**config.mk**
```make
export PLATFORM = sky130hd
export DESIGN_NAME = rtcc_ctrl
export DESIGN_NICKNAME = d
export VERILOG_FILES = /design/src/inc/rtcc_pkg.sv /design/src/rtl/rtcc_ctrl.sv
export VERILOG_INCLUDE_DIRS = /design/src /design/src/inc
export SDC_FILE = /design/constraint.sdc
export NUM_CORES = 1
export LEC_CHECK = 0
export BUFFER_PORTS_ARGS = -buffer_cell sky130_fd_sc_hd__buf_4
export CAP_MARGIN = 25
export CORE_AREA = 4 4 85 87
export CTS_CLUSTER_DIAMETER = 30
export CTS_CLUSTER_SIZE = 10
export DETAILED_ROUTE_END_ITERATION = 16
export DIE_AREA = 0 0 89 91
export PLACE_DENSITY = 0.83
export SKIP_LAST_GASP = 1
export SYNTH_ARGS = -nofsm -noshare
export SYNTH_HDL_FRONTEND = slang
export SYNTH_SLANG_ARGS = --single-unit
export TNS_END_PERCENT = 10
```
**constraint.sdc**
```tcl
create_clock -name pclk -period 4.2 [get_ports pclk]
set_input_delay 0.63 -clock pclk [delete_from_list [all_inputs] [get_ports pclk]]
set_output_delay 0.63 -clock pclk [all_outputs]
set_load 0.005 [all_outputs]
```
**src/inc/rtcc_defines.svh**
```systemverilog
// Offsets, field positions and counts of the timer control block.
// Assumes a 32-bit APB with byte strobes; one clock, pclk.
// Function
// - Registers take atomic 8, 16 and 32 bit accesses to their width.
// - Each byte of the 16-bit control register is writable alone.
// - Enable-protected fields change only while the timer is off.
// - Tick clock is source clock over 2**code for codes 0-10 only.
// - Mode 0 is 32-bit count, 1 is 16-bit count, 2 is calendar.
// - With clear-on-match set, a compare 0 match clears the counter.
// - Clear-on-match acts in modes 0 and 2 and never in mode 1.
// - An enable write reads back at once and raises sync pending.
// - Enable takes effect after a sync delay; reads show the target.
// - Enable and soft reset bits are writable in any state; the design drops control writes while a soft reset is busy.
// - Soft reset returns all but debug control to reset and disables; the design then sets the soft reset interrupt flag.
// - A write carrying soft reset discards its other field updates.
// - Soft reset reads one while busy; it and pending clear at the end.
// - Writing zero to the soft reset bit does nothing.
// - Writes to write-protected registers fail while the guard is on.
// - Clear-on-match is writable only while the timer is off.
`ifndef RTCC_DEFINES_SVH
`define RTCC_DEFINES_SVH
`define RTCC_OFS_CTRL     8'h00
`define RTCC_OFS_STATUS   8'h04
`define RTCC_OFS_IRQ_ST   8'h08
`define RTCC_OFS_IRQ_CLR  8'h0c
`define RTCC_OFS_IRQ_EN   8'h10
`define RTCC_OFS_DEBUG    8'h14
`define RTCC_BIT_SOFT_RESET_REQUEST    0
`define RTCC_BIT_ENABLE   1
`define RTCC_BIT_CLEAR_ON_COMPARE_MATCH 7
`define RTCC_BIT_DBG      0
`define RTCC_FLD_PRESC    11:8
`define RTCC_FLD_MODE     3:2
`define RTCC_FLD_IRQ      2:0
`define RTCC_MODE_RSVD    2'h3
`define RTCC_PRESC_MAX    4'ha
`define RTCC_MODE_WIDE    2'h0
`define RTCC_MODE_HALF    2'h1
`define RTCC_MODE_CAL     2'h2
`define RTCC_EV_SYNC      0
`define RTCC_EV_MATCH     1
`define RTCC_EV_SOFT_RESET_REQUEST     2
`define RTCC_SYNC_CYCLES  4
`endif

```
**src/inc/rtcc_pkg.sv**
```systemverilog
// Types shared by the timer control block and its bench.
// Assumes the defines header is compiled alongside.
package rtcc_pkg;
  typedef struct packed {
    logic        psel;
    logic        penable;
    logic        pwrite;
    logic [7:0]  paddr;
    logic [31:0] pwdata;
    logic [3:0]  pstrb;
  } rtcc_apb_req_t;
  typedef struct packed {
    logic [31:0] prdata;
    logic        pready;
    logic        pslverr;
  } rtcc_apb_rsp_t;
  typedef struct packed {
    logic [3:0] presc;
    logic       clear_on_compare_match;
    logic [1:0] mode;
    logic       enable;
  } rtcc_ctrl_t;
  typedef enum logic [1:0] {RTCC_SY_IDLE, RTCC_SY_EN, RTCC_SY_RST} rtcc_sync_t;
  typedef struct packed {
    rtcc_ctrl_t  ctrl;
    rtcc_sync_t  sync;
    logic [7:0]  sync_cnt;
    logic        active;
    logic        dbg;
    logic [2:0]  irq_st;
    logic [2:0]  irq_en;
    logic        gclk_s1;
    logic        gclk_s2;
    logic        gclk_s3;
    logic [9:0]  div_cnt;
    logic        tick;
    logic        clr;
    logic        soft_reset_request_pulse;
    logic [31:0] prdata;
  } rtcc_state_t;
endpackage

```
**src/rtl/rtcc_ctrl.sv**
```systemverilog
// Control register logic of the real-time counter with APB slave.
// Assumes the counter datapath on pclk; source clock arrives unsynced.
`timescale 1ns/1ps
`include "rtcc_defines.svh"
module rtcc_ctrl #(
  parameter int SYNC_CYCLES = `RTCC_SYNC_CYCLES
) (
  // Clock and reset
  input  wire logic                  pclk,
  input  wire logic                  presetn,
  // APB
  input  wire rtcc_pkg::rtcc_apb_req_t apb_req,
  output      rtcc_pkg::rtcc_apb_rsp_t apb_rsp,
  // Access guard and counter side
  input  wire logic                  write_guard_on,
  input  wire logic                  source_generic_clock,
  input  wire logic                  compare0_match,
  output      logic                  counter_tick_clock,
  output      logic                  counter_clear,
  output      logic                  timer_active,
  output      logic                  wide_counter_mode,
  output      logic                  half_counter_mode,
  output      logic                  calendar_mode,
  output      logic                  soft_reset_pulse,
  output      logic                  debug_run_control,
  // Interrupt
  output      logic                  irq
);
  import rtcc_pkg::*;

  localparam int SYNC_BOUND = SYNC_CYCLES + 1;

  rtcc_state_t st;
  rtcc_state_t next_st;

  logic        setup;
  logic        access;
  logic [7:0]  ofs;
  logic        mapped;
  logic        ctrl_wr;
  logic        guard_err;
  logic        wr_ok;
  logic        unlocked;
  logic        soft_reset_request_req;
  logic [15:0] ctrl_rd;
  logic [31:0] rd_mux;
  logic [9:0]  div_mask;
  logic        gclk_rise;
  logic [2:0]  events;
  logic [1:0]  new_mode;

  assign setup  = apb_req.psel & ~apb_req.penable;
  assign access = apb_req.psel & apb_req.penable;
  assign ofs    = {apb_req.paddr[7:2], 2'b00};
  assign mapped = (ofs == `RTCC_OFS_CTRL) || (ofs == `RTCC_OFS_STATUS) ||
                  (ofs == `RTCC_OFS_IRQ_ST) || (ofs == `RTCC_OFS_IRQ_CLR) ||
                  (ofs == `RTCC_OFS_IRQ_EN) || (ofs == `RTCC_OFS_DEBUG);
  assign ctrl_wr   = access & apb_req.pwrite & (ofs == `RTCC_OFS_CTRL);
  assign guard_err = ctrl_wr & write_guard_on;
  assign wr_ok     = access & apb_req.pwrite & mapped & ~guard_err;
  // Judged on the state before the write, so disabling and
  // reconfiguring in one write is refused for the fields
  assign unlocked  = ~st.ctrl.enable & ~st.active;
  assign soft_reset_request_req = ctrl_wr & ~guard_err & apb_req.pstrb[0] &
                     apb_req.pwdata[`RTCC_BIT_SOFT_RESET_REQUEST];
  assign new_mode  = (apb_req.pstrb[0] & unlocked) ?
                     apb_req.pwdata[`RTCC_FLD_MODE] : st.ctrl.mode;

  // Control read view; bit 7 hidden in 16-bit mode
  always_comb begin
    ctrl_rd = 16'h0000;
    ctrl_rd[`RTCC_FLD_PRESC] = st.ctrl.presc;
    ctrl_rd[`RTCC_BIT_CLEAR_ON_COMPARE_MATCH] = st.ctrl.clear_on_compare_match &
                       (st.ctrl.mode != `RTCC_MODE_HALF);
    ctrl_rd[`RTCC_FLD_MODE] = st.ctrl.mode;
    ctrl_rd[`RTCC_BIT_ENABLE] = st.ctrl.enable;
    ctrl_rd[`RTCC_BIT_SOFT_RESET_REQUEST] = (st.sync == RTCC_SY_RST);
  end

  // Full word always returned; sub-word reads pick their lanes
  always_comb begin
    rd_mux = 32'h0000_0000;
    case (ofs)
      `RTCC_OFS_CTRL:   rd_mux = {16'h0000, ctrl_rd};
      `RTCC_OFS_STATUS: rd_mux = {30'h0000_0000, st.active,
                                  st.sync != RTCC_SY_IDLE};
      `RTCC_OFS_IRQ_ST: rd_mux = {29'h0000_0000, st.irq_st};
      `RTCC_OFS_IRQ_EN: rd_mux = {29'h0000_0000, st.irq_en};
      `RTCC_OFS_DEBUG:  rd_mux = {31'h0000_0000, st.dbg};
      default:          rd_mux = 32'h0000_0000;
    endcase
  end

  // Power-of-two divide; reserved codes give no ticks at all
  assign div_mask  = 10'((11'h001 << st.ctrl.presc) - 11'h001);
  assign gclk_rise = st.gclk_s2 & ~st.gclk_s3;

  always_comb begin
    next_st = st;
    events  = 3'b000;
    next_st.tick        = 1'b0;
    next_st.clr         = 1'b0;
    next_st.soft_reset_request_pulse = 1'b0;
    // Source clock synchroniser
    next_st.gclk_s1 = source_generic_clock;
    next_st.gclk_s2 = st.gclk_s1;
    next_st.gclk_s3 = st.gclk_s2;
    if (setup) begin
      next_st.prdata = rd_mux;
    end
    // Control writes, byte lanes honoured
    if (ctrl_wr && !guard_err && st.sync != RTCC_SY_RST) begin
      if (soft_reset_request_req) begin
        next_st.sync     = RTCC_SY_RST;
        next_st.sync_cnt = 8'(SYNC_CYCLES);
      end else begin
        if (apb_req.pstrb[1] && unlocked) begin
          next_st.ctrl.presc = apb_req.pwdata[`RTCC_FLD_PRESC];
        end
        if (apb_req.pstrb[0]) begin
          next_st.ctrl.mode = new_mode;
          if (unlocked && new_mode != `RTCC_MODE_HALF) begin
            next_st.ctrl.clear_on_compare_match =
              apb_req.pwdata[`RTCC_BIT_CLEAR_ON_COMPARE_MATCH];
          end
          next_st.ctrl.enable = apb_req.pwdata[`RTCC_BIT_ENABLE];
          next_st.sync        = RTCC_SY_EN;
          next_st.sync_cnt    = 8'(SYNC_CYCLES);
        end
      end
    end
    // Other registers
    if (wr_ok && ofs == `RTCC_OFS_IRQ_EN && apb_req.pstrb[0]) begin
      next_st.irq_en = apb_req.pwdata[`RTCC_FLD_IRQ];
    end
    if (wr_ok && ofs == `RTCC_OFS_IRQ_CLR && apb_req.pstrb[0]) begin
      next_st.irq_st = st.irq_st & ~apb_req.pwdata[`RTCC_FLD_IRQ];
    end
    if (wr_ok && ofs == `RTCC_OFS_DEBUG && apb_req.pstrb[0]) begin
      next_st.dbg = apb_req.pwdata[`RTCC_BIT_DBG];
    end
    // Sync delay towards the counter domain
    case (st.sync)
      RTCC_SY_IDLE: begin
        // A fresh request keeps its loaded count; idle parks at zero
        if (next_st.sync == RTCC_SY_IDLE) begin
          next_st.sync_cnt = 8'h00;
        end
      end
      RTCC_SY_EN: begin
        if (next_st.sync == RTCC_SY_EN && st.sync_cnt > 8'h01 &&
            next_st.sync_cnt == st.sync_cnt) begin
          next_st.sync_cnt = st.sync_cnt - 8'h01;
        end else if (next_st.sync_cnt == st.sync_cnt) begin
          next_st.active = st.ctrl.enable;
          next_st.sync   = RTCC_SY_IDLE;
          events[`RTCC_EV_SYNC] = 1'b1;
        end
      end
      RTCC_SY_RST: begin
        if (st.sync_cnt > 8'h01) begin
          next_st.sync_cnt = st.sync_cnt - 8'h01;
        end else begin
          // Debug control survives
          next_st.ctrl        = '0;
          next_st.active      = 1'b0;
          next_st.irq_en      = 3'b000;
          next_st.irq_st      = 3'b000;
          next_st.sync        = RTCC_SY_IDLE;
          next_st.sync_cnt    = 8'h00;
          next_st.soft_reset_request_pulse = 1'b1;
          events[`RTCC_EV_SOFT_RESET_REQUEST] = 1'b1;
        end
      end
      default: begin
        next_st.sync = RTCC_SY_IDLE;
      end
    endcase
    // Tick divider
    if (!st.active || st.ctrl.presc > `RTCC_PRESC_MAX) begin
      next_st.div_cnt = 10'h000;
    end else if (gclk_rise) begin
      if (st.div_cnt >= div_mask) begin
        next_st.div_cnt = 10'h000;
        next_st.tick    = 1'b1;
      end else begin
        next_st.div_cnt = st.div_cnt + 10'h001;
      end
    end
    // Clear on match, modes 0 and 2 only
    if (compare0_match && st.active) begin
      events[`RTCC_EV_MATCH] = 1'b1;
      next_st.clr = st.ctrl.clear_on_compare_match &&
        (st.ctrl.mode == `RTCC_MODE_WIDE || st.ctrl.mode == `RTCC_MODE_CAL);
    end
    // Set wins over clear
    next_st.irq_st = next_st.irq_st | events;
  end

  always_ff @(posedge pclk or negedge presetn) begin
    if (!presetn) begin
      st <= '0;
    end else begin
      st <= next_st;
    end
  end

  // Zero wait states; data captured in setup so it is a flop
  assign apb_rsp.prdata  = st.prdata;
  assign apb_rsp.pready  = access;
  assign apb_rsp.pslverr = access & (~mapped | guard_err);

  assign counter_tick_clock = st.tick;
  assign counter_clear      = st.clr;
  assign timer_active       = st.active;
  assign wide_counter_mode  = (st.ctrl.mode == `RTCC_MODE_WIDE);
  assign half_counter_mode  = (st.ctrl.mode == `RTCC_MODE_HALF);
  assign calendar_mode      = (st.ctrl.mode == `RTCC_MODE_CAL);
  assign soft_reset_pulse   = st.soft_reset_request_pulse;
  assign debug_run_control  = st.dbg;
  assign irq                = |(st.irq_st & st.irq_en);

  // Checks
  property p_soft_reset_request_discard;
    @(posedge pclk) disable iff (!presetn)
      soft_reset_request_req && st.sync != RTCC_SY_RST |=> $stable(st.ctrl);
  endproperty
  a_soft_reset_request_discard: assert property (p_soft_reset_request_discard)
    else $error("soft reset write changed fields");

  property p_enable_readback;
    @(posedge pclk) disable iff (!presetn)
      ctrl_wr && !guard_err && !soft_reset_request_req && apb_req.pstrb[0] &&
      st.sync != RTCC_SY_RST
      |=> ctrl_rd[1] == $past(apb_req.pwdata[1]) &&
          st.sync == RTCC_SY_EN;
  endproperty
  a_enable_readback: assert property (p_enable_readback)
    else $error("enable not read back or pending not set");

  property p_sync_done;
    @(posedge pclk) disable iff (!presetn)
      $rose(st.sync == RTCC_SY_EN)
      |-> ##[1:SYNC_BOUND] (st.sync != RTCC_SY_EN);
  endproperty
  a_sync_done: assert property (p_sync_done)
    else $error("enable sync never completed");

  property p_active_follows;
    @(posedge pclk) disable iff (!presetn)
      $past(st.sync) == RTCC_SY_EN && st.sync == RTCC_SY_IDLE
      |-> st.active == st.ctrl.enable;
  endproperty
  a_active_follows: assert property (p_active_follows)
    else $error("active differs from enable after sync");

  property p_enprot;
    @(posedge pclk) disable iff (!presetn)
      ctrl_wr && !soft_reset_request_req && (st.ctrl.enable || st.active) &&
      st.sync != RTCC_SY_RST
      |=> $stable(st.ctrl.presc) && $stable(st.ctrl.clear_on_compare_match);
  endproperty
  a_enprot: assert property (p_enprot)
    else $error("protected field written while enabled");

  property p_guard;
    @(posedge pclk) disable iff (!presetn)
      ctrl_wr && write_guard_on && st.sync != RTCC_SY_RST
      |-> apb_rsp.pslverr ##1 $stable(st.ctrl);
  endproperty
  a_guard: assert property (p_guard)
    else $error("guarded write not blocked");

  property p_soft_reset_request_busy;
    @(posedge pclk) disable iff (!presetn)
      st.sync == RTCC_SY_RST |-> ctrl_rd[`RTCC_BIT_SOFT_RESET_REQUEST] &&
      ((ofs != `RTCC_OFS_CTRL && ofs != `RTCC_OFS_STATUS) || rd_mux[0]);
  endproperty
  a_soft_reset_request_busy: assert property (p_soft_reset_request_busy)
    else $error("soft reset busy not visible");

  property p_soft_reset_request_end;
    @(posedge pclk) disable iff (!presetn)
      $rose(st.sync == RTCC_SY_RST)
      |-> ##[1:SYNC_BOUND] (st.ctrl == '0 && !st.active && st.soft_reset_request_pulse);
  endproperty
  a_soft_reset_request_end: assert property (p_soft_reset_request_end)
    else $error("soft reset did not clear control");

  property p_zero_soft_reset_request;
    @(posedge pclk) disable iff (!presetn)
      ctrl_wr && apb_req.pstrb[0] && !apb_req.pwdata[0] &&
      st.sync != RTCC_SY_RST |=> st.sync != RTCC_SY_RST;
  endproperty
  a_zero_soft_reset_request: assert property (p_zero_soft_reset_request)
    else $error("zero write started a reset");

  property p_half_noclr;
    @(posedge pclk) disable iff (!presetn)
      compare0_match && st.ctrl.mode == `RTCC_MODE_HALF |=> !counter_clear;
  endproperty
  a_half_noclr: assert property (p_half_noclr)
    else $error("clear on match acted in 16-bit mode");

  property p_wide_clr;
    @(posedge pclk) disable iff (!presetn)
      compare0_match && st.active && st.ctrl.clear_on_compare_match &&
      st.ctrl.mode == `RTCC_MODE_WIDE |=> counter_clear;
  endproperty
  a_wide_clr: assert property (p_wide_clr)
    else $error("match did not clear counter");

  property p_bit7_hidden;
    @(posedge pclk) disable iff (!presetn)
      half_counter_mode |-> !ctrl_rd[`RTCC_BIT_CLEAR_ON_COMPARE_MATCH];
  endproperty
  a_bit7_hidden: assert property (p_bit7_hidden)
    else $error("bit 7 visible in 16-bit mode");

  property p_tick_legal;
    @(posedge pclk) disable iff (!presetn)
      counter_tick_clock |-> $past(st.active) &&
      $past(st.ctrl.presc) <= `RTCC_PRESC_MAX;
  endproperty
  a_tick_legal: assert property (p_tick_legal)
    else $error("tick with reserved code or disabled");

  property p_lane_hi;
    @(posedge pclk) disable iff (!presetn)
      ctrl_wr && apb_req.pstrb == 4'h2 && st.sync == RTCC_SY_IDLE
      |=> $stable(st.ctrl.enable) && $stable(st.ctrl.mode);
  endproperty
  a_lane_hi: assert property (p_lane_hi)
    else $error("upper byte write touched lower byte");

  // Full count on entry is what makes the delay real
  property p_sync_load;
    @(posedge pclk) disable iff (!presetn)
      $rose(st.sync != RTCC_SY_IDLE) |-> st.sync_cnt == 8'(SYNC_CYCLES);
  endproperty
  a_sync_load: assert property (p_sync_load)
    else $error("sync delay not loaded");

  property p_soft_reset_request_load;
    @(posedge pclk) disable iff (!presetn)
      $rose(st.sync == RTCC_SY_RST) |-> st.sync_cnt == 8'(SYNC_CYCLES);
  endproperty
  a_soft_reset_request_load: assert property (p_soft_reset_request_load)
    else $error("soft reset delay not loaded");

  property p_dbg_kept;
    @(posedge pclk) disable iff (!presetn)
      st.sync == RTCC_SY_RST && !(wr_ok && ofs == `RTCC_OFS_DEBUG)
      |=> $stable(st.dbg);
  endproperty
  a_dbg_kept: assert property (p_dbg_kept)
    else $error("debug control lost in soft reset");

  property p_half_keep;
    @(posedge pclk) disable iff (!presetn)
      ctrl_wr && apb_req.pstrb[0] && new_mode == `RTCC_MODE_HALF &&
      st.sync != RTCC_SY_RST
      |=> $stable(st.ctrl.clear_on_compare_match);
  endproperty
  a_half_keep: assert property (p_half_keep)
    else $error("bit 7 written in 16-bit mode");

  property p_mode_rsvd;
    @(posedge pclk) disable iff (!presetn)
      st.ctrl.mode == `RTCC_MODE_RSVD
      |-> !wide_counter_mode && !half_counter_mode && !calendar_mode;
  endproperty
  a_mode_rsvd: assert property (p_mode_rsvd)
    else $error("reserved mode decoded");

  c_enable: cover property (@(posedge pclk) disable iff (!presetn)
    $rose(st.active));
  c_soft_reset_request: cover property (@(posedge pclk) disable iff (!presetn)
    st.soft_reset_request_pulse);
  c_clear: cover property (@(posedge pclk) disable iff (!presetn)
    counter_clear);
  c_irq: cover property (@(posedge pclk) disable iff (!presetn) irq);
endmodule

```
# ---- Word level (Yosys, flattened, before mapping)
# Cells that the tools add are included.
dict set report word_totals {
  ff_bits 74
  inputBits 52
  out_inout_bits 43
}
dict set report op_classes {
  add_sub_neg 3
  order_cmp 3
  n_eq_ne 17
  n_shift 1
  muxes 37
  bitwise_logic 26
  n_reduce_logical 32
}
# op count
set op_table {}
lappend op_table {{case mux 12 bit (5 select lines)} 1}
lappend op_table {{two-way mux 10 bit} 4}
lappend op_table {{two-way mux 8 bit} 5}
lappend op_table {{case mux 8 bit (3 select lines)} 1}
lappend op_table {{two-way mux 18 bit} 1}
lappend op_table {{bitwise AND 1 bit} 15}
lappend op_table {{logical AND 1 bit} 14}
lappend op_table {{two-way mux 14 bit} 1}
lappend op_table {{two-way mux 1 bit} 13}
lappend op_table {{== test 6 x 2 -> 1 bit (second input constant)} 2}
lappend op_table {{== test 6 x 3 -> 1 bit (second input constant)} 2}
lappend op_table {{two-way mux 6 bit} 2}
lappend op_table {{two-way mux 11 bit} 1}
lappend op_table {{adder 10 x 1 -> 10 bit (second input constant)} 1}
lappend op_table {{>= comparator 10 bit} 1}
lappend op_table {{left shift 1 x 4 -> 10 bit (first input constant)} 1}
lappend op_table {{subtractor 10 x 1 -> 10 bit (second input constant)} 1}
lappend op_table {{== test 8 bit} 1}
lappend op_table {{> comparator 8 x 1 -> 1 bit (second input constant)} 1}
lappend op_table {{zero test 8 bit} 1}
lappend op_table {{inequality test 2 bit (second input constant)} 4}
lappend op_table {{subtractor 8 x 1 -> 8 bit (second input constant)} 1}
lappend op_table {{logical OR 1 bit} 7}
lappend op_table {{bitwise AND 3 bit} 2}
lappend op_table {{19 further kinds} 36}

# ---- Logic depth before layout (Yosys ltp)
dict set report depth {
  word_depth 16
  ltp_mapped 16
  ltp_nobuf 14
}

# ---- Least setup slack after synthesis
# OpenSTA, ideal clock, no wires.
dict set report synth_path {
  kind {reg2reg}
  start {register st, in the netlist ctrl_rd[9]}
  end {register st[41] in the netlist's numbering}
  setup_ps 124
  t_arrival_ps 2859
  t_required_ps 4076
  path_slack_ps 1217
  path_stages_with_launch 15
  period_less_slack_ps 2983
  path_cell_list {dfrtp_1 > buf_4 > nor3_1 > nand2b_1 > ha_1 > clkbuf_1 > nor3_1 > a21oi_1 > o21a_1 > ha_1 > o2111ai_1 > o21a_1 > o21ai_1 > nor2_1 > a211o_1}
}
dict set report synth_via {
  elab_chain_cells 6
  elab_cells_between_ends 9
}
# element line_no
set synth_lines {}
lappend synth_lines {{from (decl)} rtcc_ctrl.sv:33} ;# rtcc_state_t st;
lappend synth_lines {{from (signal assigned)} rtcc_ctrl.sv:204} ;# st <= next_st;
lappend synth_lines {{left shift 1 x 4 -> 10 bit} rtcc_ctrl.sv:95} ;# assign div_mask = 10'((11'h001 << st.ctrl.presc) - 11'h001);
lappend synth_lines {{subtractor 10 x 1 -> 10 bit} rtcc_ctrl.sv:95}
lappend synth_lines {{>= comparator 10 bit} rtcc_ctrl.sv:183} ;# if (st.div_cnt >= div_mask) begin
lappend synth_lines {{two-way mux 10 bit} rtcc_ctrl.sv:183}
lappend synth_lines {{two-way mux 11 bit} rtcc_ctrl.sv:182} ;# end else if (gclk_rise) begin
lappend synth_lines {{two-way mux 10 bit} rtcc_ctrl.sv:180} ;# if (!st.active || st.ctrl.presc > `RTCC_PRESC_MAX) begin
# Several ways; a longest one is shown, not always the timed one. The select of a mux whose other input is x is not followed.
# A chain may end at the register's enable or synchronous reset.

# ---- Worst setup path in the final report
dict set report layout_path {
  start {register st, in the netlist ctrl_rd[10]}
  end {register st[41] in the netlist's numbering}
}
# Same word-level chain as after synthesis.

==> summary.txt <==
Global routing
  – GRT Util Overall: 17.9%
  – Initial antenna violation count: 0
  – Vias in the first global route: ~2.6k
  – Largest net degree at the start of global routing: 52
  – First-pass GRT wire length: 11900 µm
  – Grt ovf: 0

Clocking
  – CTS H-Tree Depth: 2
  – Clk root buf: clkbuf_8
  – Clk_lat worst skew: 0.30 ns
  – Worst-path clk slew: 0.09 ns
  – Clock Tree Buf Depth: 2
  – CTS Hold Bufs: 0
  – CTS Sinks: 51
  – CTS tree: yes
  – Post-CTS setup buffer count: 0
  – Resize count post-CTS: 0
  – Total clock buffers created by CTS: 5

Detailed routing
  – # DRC: 0
  – Drt pass-1 iters: 5
  – Starting DRT DRC Count: 133
  – Vias/cell: 5.62
  – Drt wl/cell: between 10 and 15 µm
  – Routed WL: 6860 µm
  – Final ANT Viol Nets: 0
  – DR vias: 2653

Placement
  – Buffers added on ports: 44
  – Place WS: about 0.91 ns
  – Dpl hpwl: 5240 µm
  – Gp weighted congestion: about 0.86

Pwr
  – Internal: 0.000693 W
  – Sw power: 0.000234 W
  – Clock network power share: 33.6%
  – Combinational Power Share: 10.7%
  – PD cells: 257 mW/mm²
  – Switching share of total power: 25.2%
  – Sequential group share of total power: a little under three fifths
  – Pleak: 1.66 nW
  – IR drop worst, VDD: 152 µV

Synthesis
  – Area contributors post-synth: dfrtp_1, buf_4, nand2_1
  – Yosys top cell area share: around two fifths
  – Cell accounting for the most synthesized area: dfrtp_1
  – Xor/xnor share of the synthesized area: 1.31%
  – FF+latch count, synth: around 50
  – Sequential area share after synthesis: between 30% and 40%
  – EDFF count, synth: 0
  – Adder-cell share of the synthesized area: 5.54%
  – Yosys warning count: 0
  – Mux share of post-synthesis cell area: between 5 and 6%
  – Distinct cells, synth: 65
  – Synth Area in Compound Gates: 17.5%
  – Mapped cell area: 0.00334 mm²
  – Largest family of logic cells by synthesized area: simple AND/OR/NAND/NOR gates
  – Top FF cell, synth: dfrtp_1
  – Synth Instances: 369
  – Syn avg cell area: between 9 and 10 µm²
  – Async SR Flop Fraction: 100%
  – Simple-gate share of the synthesized area: 20.7%

Run
  – Max-cap viol count: 0

Timing
  – Endpoints failing hold: 0
  – RSZ-0062 raised after global routing: no
  – Crit share post-route: 79.7%
  – Fin Clk Skew: ~0.016 ns
  – Final TNS setup: 0 ns
  – Worst rel slew slack: 48.8%
  – Max-slew violations: 0
  – Worst-Margin Slew: 0.757 ns
  – Tmin final: 3.35 ns
  – Fin worst setup slack: around 0.85 ns
  – Setup-failing EPs final: 0
  – F_max: roughly 300 MHz

Critical path
  – WS Path Type: reg -> reg
  – Critical Path RT: 4.39 ns
  – Nature of the critical path startpoint: register
  – Crit Path Max Fanout: 13
  – Crit path DAT: 3.54 ns
  – CP max-delay cell: dfrtp_1
  – Critical-path cell list: nor3_1 > nand2b_1 > ha_1 > nor3_1 > mux2i_1 > nor2_1 > a21oi_1 > ha_1 > o2111ai_1 > o21a_1 > o21ai_1 > nor2_1 > a211o_1
  – Crit. End Element: register
  – CP max stage delay: between 0.5 and 0.6 ns
  – Reg2Reg Depth: 13

Floorplan
  – CORE AREA: 0.00635 mm²
  – Number of I/O pins: 95
  – Die width: 89 µm
  – Die area: a little over 0.008 mm²
  – Initial core utilization: 52.7%
  – Row count: 29
  – Die Y: 91 µm

Status
  – Status: finished, final reports clean

Finish
  – Area Overhead vs Synth: 8.05%
  – Most common cell after layout, fill and taps aside: dfrtp_1
  – Commonest cells after routing, fill and taps aside: dfrtp_1, nand2_1, buf_4, nor2_1, o21ai_0
  – Ant diodes: 0
  – Fraction of layout cells with a size suffix above 1: 17.5%
  – Fin nets: 460

Worst hold path
  – HP Class: in -> async
==> metal layers <==
metal  up-vias  routed length [µm]  track usage, %
met4         0                  74            3.60
met5         -                   0               0
met2        64                3440            29.8
met3         8                 379            3.26
met1      1287                2970            24.4
li1       1294                   -               -
==> through the flow <==
step / utilization [%] / total power, W / hold slack [ns] / area (µm²) / std cells
after floorplan: - / 0.000589 / 0.331 / 3430 / 391
after global placement: 55.3 / 0.000622 / 0.335 / 3510 / 464
after detailed placement: 55.3 / 0.000624 / 0.336 / 3510 / 464
after CTS: 56.9 / 0.000935 / 0.358 / 3610 / 472
after global routing: 56.9 / 0.000972 / 0.361 / 3610 / 472
final: 56.9 / 0.000927 / 0.351 / 3610 / 472
==> critical path: cells and delay by family (launching register included) <==
kind / cells / cell delay, ns
flip-flops: 1 / 0.53
adder cells (fa/ha/maj): 2 / 0.59
AND/OR/NAND/NOR: 5 / 0.86
AO/OA/AOI/OAI: 5 / 1.12
multiplexers: 1 / 0.12
==> power groups by stage <==
stage	registers (W)	clock network, W	logic [W]
after global placement	0.000525	0	0.0000972
final	0.000516	0.000311	0.0000989
after detailed placement	0.000525	0	0.0000987
after global routing	0.000518	0.000343	0.000111
after floorplan	0.000521	0	0.0000684
after CTS	0.000516	0.000320	0.0000994
==> worst paths after layout <==
path                                       start                     to  slack [ns]
hold / removal                           presetn  next_st[46]$_DFF_PN0_        0.35
setup / recovery           ctrl_rd[10]$_DFF_PN0_     st[41]$_DFFE_PN0P_        0.85
setup reg to reg           ctrl_rd[10]$_DFF_PN0_     st[41]$_DFFE_PN0P_        0.85
hold reg to reg            next_st[46]$_DFF_PN0_  next_st[45]$_DFF_PN0_        0.35
min in group pclk          next_st[46]$_DFF_PN0_  next_st[45]$_DFF_PN0_        0.35
max in group asynchronous                presetn       st[59]$_DFF_PN0_        3.40
==> synth_stat cells, types with 3 or more instances <==
| cell | number |
|---|---|
| a211oi_1 | 3 |
| a21o_1 | 5 |
| a21oi_1 | 15 |
| a31oi_1 | 6 |
| buf_4 | 39 |
| clkbuf_1 | 5 |
| dfrtp_1 | 51 |
| ha_1 | 14 |
| inv_1 | 11 |
| mux2i_1 | 15 |
| nand2_1 | 47 |
| nand2b_1 | 8 |
| nand3_1 | 6 |
| nor2_1 | 31 |
| nor2_2 | 4 |
| nor2b_1 | 4 |
| nor3_1 | 6 |
| nor4_1 | 3 |
| o211ai_1 | 4 |
| o21a_1 | 8 |
| o21ai_0 | 27 |
| xnor2_1 | 3 |
==> final cells by class <==
cell class              instances  area [µm²]
repair buffers                 44         330
clock buffers                   7        96.3
fillers                       576        2740
clock inverters                 1        7.51
inverters                      11        41.3
well taps                      77        96.3
flip-flops and latches         51        1280
multi-input cells             281        1760
==> cell families after synthesis <==
| family | count (synthesis) |
|---|---|
| compound gates | 90 |
| other cells | 1 |
| flops | 51 |
| buf+inv | 59 |
| mux | 17 |
| simple gates | 131 |
| fa+ha+maj | 15 |
| xor+xnor | 5 |
==> registers in the layout, indices dropped and copies added, names as in the netlist <==
| register | count |
|---|---|
| soft_reset_pulse | 1 |
| counter_tick_clock | 1 |
| apb_rsp | 9 |
| ctrl_rd | 7 |
| counter_clear | 1 |
| st | 28 |
| timer_active | 1 |
| next_st | 2 |
| debug_run_control | 1 |
(Power assumes the default switching activity.)
